==> config.mk <==
export PLATFORM = sky130hd
export DESIGN_NAME = ssx_exec
export DESIGN_NICKNAME = d
export VERILOG_FILES = /design/src/rtl/ssx_pkg.sv /design/src/rtl/ssx_exec.sv
export SDC_FILE = /design/constraint.sdc
export NUM_CORES = 2
export LEC_CHECK = 0
export BUFFER_PORTS_ARGS = -buffer_cell sky130_fd_sc_hd__buf_2
export CORE_MARGIN = 2
export CORE_UTILIZATION = 35
export CTS_BUF_LIST = sky130_fd_sc_hd__clkbuf_4 sky130_fd_sc_hd__clkbuf_8
export DETAILED_ROUTE_END_ITERATION = 10
export SLEW_MARGIN = 5
export SYNTH_ARGS = -nofsm -noshare
export SYNTH_HDL_FRONTEND = slang
export SYNTH_SLANG_ARGS = --single-unit
==> constraint.sdc <==
create_clock -name REF_CLK -period 48.9 [get_ports REF_CLK]
set_input_delay 7.335 -clock REF_CLK [delete_from_list [all_inputs] [get_ports REF_CLK]]
set_output_delay 7.335 -clock REF_CLK [all_outputs]
set_load 0.03 [all_outputs]
==> src/rtl/ssx_pkg.sv <==
// Constants and types shared by the subtract/special-page/halt execution unit
//--------------------------------------------------------------------------
// Summary of operation
// - Register subtract-with-borrow: file reg + ~acc + C; sets Z, DC, C.
// - Destination bit 0 writes accumulator; 1 writes back the file register.
// - File operand addresses registers 0 to 63 straight from the word.
// - Carry is inverted borrow: 0x05-0x06 with C=0 gives 0xFE, C=0.
// - Zero flag set on 0x00 result; 0x06-0x05 with C=0 gives 0x00, C=1.
// - Special-page store copies acc to register 0..15; acc kept.
// - Special-page load copies register 0..15 to acc; flags kept.
// - Halt clears watchdog counter and its prescaler to zero.
// - Register subtract: file reg - acc, no carry-in; sets Z, DC, C.
// - Immediate subtract-with-borrow always writes the accumulator.
// - Immediate operand is 8 bits; acc and borrow are subtracted from it.
//--------------------------------------------------------------------------
package ssx_pkg;

   //-----------------------------------------------------------------------
   // Register map (byte addresses)
   //-----------------------------------------------------------------------
   localparam logic [11:0] ADDR_INSTR   = 12'h000;
   localparam logic [11:0] ADDR_ACC     = 12'h004;
   localparam logic [11:0] ADDR_STATUS  = 12'h008;
   localparam logic [11:0] ADDR_WDT     = 12'h00C;
   localparam logic [11:0] ADDR_FREG    = 12'h100;
   localparam logic [11:0] ADDR_SPAGE   = 12'h200;

   //-----------------------------------------------------------------------
   // Instruction word fields
   //-----------------------------------------------------------------------
   localparam int OP_LSB    = 0;
   localparam int DEST_BIT  = 4;
   localparam int FIDX_LSB  = 8;
   localparam int SIDX_LSB  = 16;
   localparam int IMM_LSB   = 24;

   localparam logic [3:0] OP_NOP       = 4'h0;
   localparam logic [3:0] OP_REG_SBC   = 4'h1;
   localparam logic [3:0] OP_IMM_SBC   = 4'h2;
   localparam logic [3:0] OP_REG_SUB   = 4'h3;
   localparam logic [3:0] OP_SP_STORE  = 4'h4;
   localparam logic [3:0] OP_SP_LOAD   = 4'h5;
   localparam logic [3:0] OP_HALT      = 4'h6;

   //-----------------------------------------------------------------------
   // Status register bits
   //-----------------------------------------------------------------------
   localparam int ST_C     = 0;
   localparam int ST_DC    = 1;
   localparam int ST_Z     = 2;
   localparam int ST_PD_N  = 3;
   localparam int ST_TO_N  = 4;
   localparam int ST_HALT  = 5;

   //-----------------------------------------------------------------------
   // Reset values
   //-----------------------------------------------------------------------
   localparam logic [7:0] RST_ACC   = 8'h00;
   localparam logic [7:0] RST_WDT   = 8'h00;
   localparam logic [7:0] RST_PRE   = 8'h00;
   localparam logic       RST_TO_N  = 1'b1;
   localparam logic       RST_PD_N  = 1'b1;

   typedef enum logic [1:0] {
      SSX_RUN,
      SSX_HALT_PEND,
      SSX_HALTED
   } ssx_mode_t;

   typedef struct packed {
      logic [7:0] res;
      logic       dc;
      logic       c;
   } ssx_alu_t;

   typedef struct packed {
      ssx_mode_t        mode;
      logic [7:0]       acc;
      logic             c;
      logic             dc;
      logic             z;
      logic             to_n;
      logic             pd_n;
      logic [7:0]       wdt;
      logic [7:0]       pre;
      logic [31:0]      prdata;
      logic [63:0][7:0] freg;
      logic [15:0][7:0] spage;
   } ssx_state_t;

endpackage

==> src/rtl/ssx_exec.sv <==
// Execution unit for subtract, special-page move and halt instructions
//
// Decided for this implementation: the APB register port and the register addresses.
module ssx_exec (
   input  wire logic        REF_CLK,
   input  wire logic        RST,
   input  wire logic        PSEL,
   input  wire logic        PENABLE,
   input  wire logic        PWRITE,
   input  wire logic [11:0] PADDR,
   input  wire logic [31:0] PWDATA,
   output logic      [31:0] PRDATA,
   output logic             PREADY,
   output logic             PSLVERR,
   output logic             HALT_MODE
);

   //-----------------------------------------------------------------------
   // Functions
   //-----------------------------------------------------------------------
   // a + ~b + cin: carry and digit carry are inverted borrows
   function automatic ssx_pkg::ssx_alu_t sub8(input logic [7:0] a,
                                              input logic [7:0] b,
                                              input logic       cin);
      logic [8:0] full;
      logic [4:0] low;
      ssx_pkg::ssx_alu_t r;
      full  = {1'b0, a} + {1'b0, ~b} + {8'h00, cin};
      low   = {1'b0, a[3:0]} + {1'b0, ~b[3:0]} + {4'h0, cin};
      r.res = full[7:0];
      r.c   = full[8];
      r.dc  = low[4];
      return r;
   endfunction

   function automatic logic is_word(input logic [11:0] addr,
                                    input logic [11:0] base,
                                    input logic [11:0] span);
      return (addr >= base) && (addr < base + span) && (addr[1:0] == 2'b00);
   endfunction

   //-----------------------------------------------------------------------
   // Decode
   //-----------------------------------------------------------------------
   ssx_pkg::ssx_state_t s_r;
   ssx_pkg::ssx_state_t s_nxt;

   logic       setup;
   logic       access;
   logic       wr;
   logic       hit_freg;
   logic       hit_spage;
   logic       mapped;
   logic       exec;
   logic       refused;
   logic [3:0] ex_op;
   logic       ex_dest;
   logic [5:0] ex_fidx;
   logic [3:0] ex_sidx;
   logic [7:0] ex_imm;
   logic [5:0] a_fidx;
   logic [3:0] a_sidx;
   logic [31:0] rd_val;
   ssx_pkg::ssx_alu_t alu;

   assign setup     = PSEL && !PENABLE;
   assign access    = PSEL && PENABLE;
   assign wr        = access && PWRITE;
   assign hit_freg  = is_word(PADDR, ssx_pkg::ADDR_FREG, 12'h100);
   assign hit_spage = is_word(PADDR, ssx_pkg::ADDR_SPAGE, 12'h040);
   assign mapped    = hit_freg || hit_spage
                      || PADDR == ssx_pkg::ADDR_INSTR
                      || PADDR == ssx_pkg::ADDR_ACC
                      || PADDR == ssx_pkg::ADDR_STATUS
                      || PADDR == ssx_pkg::ADDR_WDT;
   assign a_fidx    = PADDR[7:2];
   assign a_sidx    = PADDR[5:2];

   assign ex_op   = PWDATA[ssx_pkg::OP_LSB +: 4];
   assign ex_dest = PWDATA[ssx_pkg::DEST_BIT];
   assign ex_fidx = PWDATA[ssx_pkg::FIDX_LSB +: 6];
   assign ex_sidx = PWDATA[ssx_pkg::SIDX_LSB +: 4];
   assign ex_imm  = PWDATA[ssx_pkg::IMM_LSB +: 8];

   // Instructions only run while the core is not halted
   assign refused = wr && PADDR == ssx_pkg::ADDR_INSTR
                    && s_r.mode != ssx_pkg::SSX_RUN;
   assign exec    = wr && PADDR == ssx_pkg::ADDR_INSTR
                    && s_r.mode == ssx_pkg::SSX_RUN;

   //-----------------------------------------------------------------------
   // Read data and operand selection
   //-----------------------------------------------------------------------
   always_comb begin
      rd_val = 32'h0000_0000;
      if (hit_freg) begin
         rd_val[7:0] = s_r.freg[a_fidx];
      end else if (hit_spage) begin
         rd_val[7:0] = s_r.spage[a_sidx];
      end else begin
         case (PADDR)
            ssx_pkg::ADDR_ACC: begin
               rd_val[7:0] = s_r.acc;
            end
            ssx_pkg::ADDR_STATUS: begin
               rd_val[ssx_pkg::ST_C]    = s_r.c;
               rd_val[ssx_pkg::ST_DC]   = s_r.dc;
               rd_val[ssx_pkg::ST_Z]    = s_r.z;
               rd_val[ssx_pkg::ST_PD_N] = s_r.pd_n;
               rd_val[ssx_pkg::ST_TO_N] = s_r.to_n;
               rd_val[ssx_pkg::ST_HALT] = s_r.mode == ssx_pkg::SSX_HALTED;
            end
            ssx_pkg::ADDR_WDT: begin
               rd_val[15:0] = {s_r.pre, s_r.wdt};
            end
            default: begin
               rd_val = 32'h0000_0000;
            end
         endcase
      end
   end

   always_comb begin
      case (ex_op)
         ssx_pkg::OP_REG_SBC: begin
            alu = sub8(s_r.freg[ex_fidx], s_r.acc, s_r.c);
         end
         ssx_pkg::OP_IMM_SBC: begin
            alu = sub8(ex_imm, s_r.acc, s_r.c);
         end
         ssx_pkg::OP_REG_SUB: begin
            alu = sub8(s_r.freg[ex_fidx], s_r.acc, 1'b1);
         end
         default:             alu = sub8(8'h00, 8'h00, 1'b0);
      endcase
   end

   //-----------------------------------------------------------------------
   // Next state
   //-----------------------------------------------------------------------
   always_comb begin
      s_nxt = s_r;
      if (setup) begin
         s_nxt.prdata = rd_val;
      end
      if (s_r.mode == ssx_pkg::SSX_HALT_PEND) begin
         s_nxt.mode = ssx_pkg::SSX_HALTED;
      end
      if (wr && hit_freg) begin
         s_nxt.freg[a_fidx] = PWDATA[7:0];
      end
      if (wr && hit_spage) begin
         s_nxt.spage[a_sidx] = PWDATA[7:0];
      end
      if (wr && PADDR == ssx_pkg::ADDR_ACC) begin
         s_nxt.acc = PWDATA[7:0];
      end
      if (wr && PADDR == ssx_pkg::ADDR_WDT) begin
         s_nxt.wdt = PWDATA[7:0];
         s_nxt.pre = PWDATA[15:8];
      end
      if (wr && PADDR == ssx_pkg::ADDR_STATUS) begin
         s_nxt.c    = PWDATA[ssx_pkg::ST_C];
         s_nxt.dc   = PWDATA[ssx_pkg::ST_DC];
         s_nxt.z    = PWDATA[ssx_pkg::ST_Z];
         s_nxt.pd_n = PWDATA[ssx_pkg::ST_PD_N];
         s_nxt.to_n = PWDATA[ssx_pkg::ST_TO_N];
         // Writing halt bit low resumes a halted core
         if (s_r.mode == ssx_pkg::SSX_HALTED
             && !PWDATA[ssx_pkg::ST_HALT]) begin
            s_nxt.mode = ssx_pkg::SSX_RUN;
         end
      end
      if (exec) begin
         case (ex_op)
            ssx_pkg::OP_REG_SBC,
            ssx_pkg::OP_REG_SUB: begin
               s_nxt.c  = alu.c;
               s_nxt.dc = alu.dc;
               s_nxt.z  = alu.res == 8'h00;
               if (ex_dest) begin
                  s_nxt.freg[ex_fidx] = alu.res;
               end else begin
                  s_nxt.acc = alu.res;
               end
            end
            ssx_pkg::OP_IMM_SBC: begin
               s_nxt.c   = alu.c;
               s_nxt.dc  = alu.dc;
               s_nxt.z   = alu.res == 8'h00;
               s_nxt.acc = alu.res;
            end
            ssx_pkg::OP_SP_STORE: begin
               s_nxt.spage[ex_sidx] = s_r.acc;
            end
            ssx_pkg::OP_SP_LOAD: begin
               s_nxt.acc = s_r.spage[ex_sidx];
            end
            ssx_pkg::OP_HALT: begin
               s_nxt.wdt  = ssx_pkg::RST_WDT;
               s_nxt.pre  = ssx_pkg::RST_PRE;
               s_nxt.to_n = 1'b1;
               s_nxt.pd_n = 1'b0;
               s_nxt.mode = ssx_pkg::SSX_HALT_PEND;
            end
            default: begin
               s_nxt.mode = s_r.mode;
            end
         endcase
      end
   end

   always_ff @(posedge REF_CLK or posedge RST) begin
      if (RST) begin
         s_r        <= '0;
         s_r.mode   <= ssx_pkg::SSX_RUN;
         s_r.acc    <= ssx_pkg::RST_ACC;
         s_r.to_n   <= ssx_pkg::RST_TO_N;
         s_r.pd_n   <= ssx_pkg::RST_PD_N;
         s_r.wdt    <= ssx_pkg::RST_WDT;
         s_r.pre    <= ssx_pkg::RST_PRE;
      end else begin
         s_r <= s_nxt;
      end
   end

   //-----------------------------------------------------------------------
   // Outputs
   //-----------------------------------------------------------------------
   assign PRDATA    = s_r.prdata;
   assign PREADY    = 1'b1;
   assign PSLVERR   = access && (!mapped || refused);
   assign HALT_MODE = s_r.mode == ssx_pkg::SSX_HALTED;

   logic [8:0] x_sbc;
   logic [8:0] x_sub;
   logic [8:0] x_imm;
   logic [4:0] x_dc;
   logic       x_arith;

   assign x_sbc   = {1'b0, s_r.freg[ex_fidx]} + {1'b0, ~s_r.acc}
                    + {8'h00, s_r.c};
   assign x_sub   = {1'b0, s_r.freg[ex_fidx]} - {1'b0, s_r.acc};
   assign x_imm   = {1'b0, ex_imm} + {1'b0, ~s_r.acc} + {8'h00, s_r.c};
   assign x_dc    = {1'b0, ex_imm[3:0]} + {1'b0, ~s_r.acc[3:0]}
                    + {4'h0, s_r.c};
   assign x_arith = exec && (ex_op == ssx_pkg::OP_REG_SBC
                    || ex_op == ssx_pkg::OP_IMM_SBC
                    || ex_op == ssx_pkg::OP_REG_SUB);
endmodule

==> results.py <==
metrics = {
    "synth": {
        "async_flop_share": 1.00,
        "synthTopCellsByArea": "dfrtp_1 39%, mux4_2 13%, a21oi_1 7.6%, mux2_2 6.6%, a211oi_1 4.4%",
        "synth.avg_cell_area_um2": 10.2,
        "yosysTopAreaCellShare": 0.392,
        "synth_top_cell_by_area": "dfrtp_1",
        "ys_ff_latch": 687,
        "yosys_warnings": 0,
        "netlist_area_um2": 43700,
        "seq_area_frac_synth": 0.393,
        "ys_types": 70,
        "syn_inst": 4270,
        "synth_edf_count": 0,
        "synthFlopType": "dfrtp_1",
    },
    "hold_path": {
        "min_path_type": "flip-flop to flip-flop",
        "hp-start": "PRDATA[10]",
    },
    "clocking": {
        "cts_buffer_depth": 3,
        "h-tree-depth": 4,
        "cts_tree": "yes",
        "hold_buffers": 0,
        "cts_resized": 0,
        "clock_latency_ns": 0.85,
        "cts_root_buffer": "clkbuf_8",
        "numCtsBuffers": 130,
        "post-cts-setup-buffers": 0,
        "path_clk_slew_ns": 0.06,
        "cts.sinks": 687,
    },
    "grt": {
        "overflow": 0,
        "grt_pass1_wl_um": 242000,
        "grt_pass1_vias": 34800,
        "grt_usage": 0.255,
        "grt_max_degree": 116,
        "antenna_found_initial": 16,
    },
    "power": {
        "ir_worst_vdd_uv": 27.7,
        "p_per_area_nw_per_um2": 26.6,
        "p_leak_nw": 19.9,
    },
    "sta": {
        "finalMaxSlewViolations": 0,
        "skew_ns": 0.0288,
        "fmax_mhz": 57.6,
        "report.final.hold_viol_count": 0,
        "layout_setup_ws_ns": 31.54,
        "finalSetupTns_ns": 0,
        "rsz0062_at_grt": "false",
        "fin_crit_sh": 0.355,
        "timing.hold.ws_ns": 0.459,
        "setup-violations-final": 0,
        "period_needed_ns": 17.36,
        "worst_pin_slew_ns": 1.30,
        "slew_headroom": 0.128,
    },
    "floorplan": {
        "core-area_um2": 124000,
        "boundaryPins": 84,
        "initial_utilization": 0.353,
        "fp.dieW_um": 358,
        "die_h_um": 358,
        "rows": 129,
        "die_area_um2": 128000,
    },
    "critical_path": {
        "critical_path.max_fanout": 16,
        "required_ns": 41.56,
        "crit_type": "input pin to output port",
        "startpoint_type": "input pin",
        "timing.rr.start": "s_r[416]",
        "arrival_ns": 10.03,
        "setup.worst_path.end_class": "output port",
        "setup.worst_path.start": "PADDR[7]",
        "reg2reg_slack_ns": 42.88,
    },
    "final_layout": {
        "area_delta_synth_final_pct": 8.98,
        "drive_above_1_share": 0.244,
        "nets": 4188,
        "utilization": 0.385,
    },
    "place": {
        "place.gp.congestion": 0.944,
        "hpwl_um": 103000,
        "dp_slack_ns": 31.55,
        "port_buffers": 62,
    },
    "drt": {
        "drt-total-wl_um": 166000,
        "drtIter0Drc": 5247,
        "avgViaCountPerCell": 6.26,
        "remaining_drc_errors": 0,
        "firstDrtPassIters": 6,
        "detail-route-antenna-nets": 0,
        "avgRoutedWirePerCell_um": 28.4,
        "wl_met3_um": 19100,
        "vias": 36700,
        "top_layer": "met5",
        "wl_met2_um": 73100,
        "wl_met1_um": 65700,
    },
    "flow_run": {
        "cap_violations": 0,
    },
    "status": {
        "status": "complete, no violations",
    },
}
==> worst max-delay path, cell delays in order <==
cell	delay, ns
buf_2	0.41
or2_1	0.86
nor3_4	0.10
nand3b_1	0.55
nand3_1	0.14
o41ai_1	0.16
and3_1	0.24
buf_2	0.19
==> cells in the final DEF, fill, tap and decap left out, drive strengths merged, types with 188 or more instances in the layout <==
master,netlist,final
a22oi,188,188
a211oi,258,258
mux4,248,248
a21oi,665,665
dfrtp,685,685
nor2b,266,266
nor2,536,536
mux2,257,257
clkbuf,242,209
==> report_power, final <==
group / switching [mW] / leakage (nW) / internal [mW]
Combinational: 0.0759 / 8.96 / 0.0183
Sequential: 0.00101 / 9.54 / 0.570
Clock: 0.269 / 1.44 / 0.333
Total: 0.346 / 19.9 / 0.921
==> worst paths after layout <==
check,endpoint,cells after the start
max reg2reg,s_r[697],18
min in group asynchronous,PRDATA[8],2
max in group asynchronous,s_r[533],5
min,PRDATA[10],2
max,PSLVERR,8
min reg2reg,PRDATA[10],2
==> through the flow <==
step | std cells | total power, mW | area [um2]
2_1_floorplan | 4285 | 0.641 | 43800
3_3_place_gp | 5622 | 0.673 | 45000
3_5_place_dp | 5622 | 0.673 | 45000
4_1_cts | 5851 | 1.27 | 47700
5_1_grt | 5854 | 1.30 | 47700
6_report | 5858 | 1.27 | 47700
==> Yosys cell counts (13+ instances only) <==
| cell | number |
|---|---|
| mux2_2 | 257 |
| buf_4 | 51 |
| a21oi_1 | 665 |
| nor2_2 | 39 |
| nor3_2 | 32 |
| clkbuf_1 | 242 |
| o21ai_0 | 32 |
| nor2b_1 | 266 |
| nor3_1 | 25 |
| buf_2 | 118 |
| nand3_1 | 47 |
| mux2i_1 | 151 |
| buf_1 | 33 |
| a41oi_1 | 13 |
| a31oi_1 | 32 |
| ha_1 | 19 |
| a211oi_1 | 258 |
| mux4_2 | 248 |
| dfrtp_1 | 685 |
| a22oi_1 | 188 |
| inv_1 | 21 |
| a22o_1 | 36 |
| nand2b_1 | 16 |
| nand4_1 | 14 |
| a221oi_1 | 47 |
| nor2_1 | 484 |
| nand2_1 | 91 |
==> kinds of logic after synthesis <==
family | after synthesis | share of synthesized area
AOI/OAI and AO/OA | 1312 | 0.187
buffers and inverters | 473 | 0.0495
adders and majority gates | 22 | 0.00681
DFF | 687 | 0.393
and+or+nand+nor | 1100 | 0.132
muxes | 656 | 0.228
other | 2 | 0.000172
xor gates and xnor gates | 18 | 0.00360
==> routing by layer <==
metal / track usage / vias up
met4: 0.125 / 12
met1: 0.340 / 18300
met5: 0 / -
li1: - / 15600
met3: 0.0758 / 484
met2: 0.378 / 2296
==> final cells by class <==
class,count,area [um2]
repair buffers,151,1020
inverters,22,90.1
clock inverters,20,136
fillers,12000,76100
well taps,1637,2050
clock buffers,209,2570
multi-input cells,3125,24600
diodes,7,17.5
flip-flops and latches,687,17200
==> sequential cells by signal (all words and copies together) (netlist names) <==
register and count:
s_r 671, PRDATA 16
Note: power is estimated with default switching activity, not from simulation.
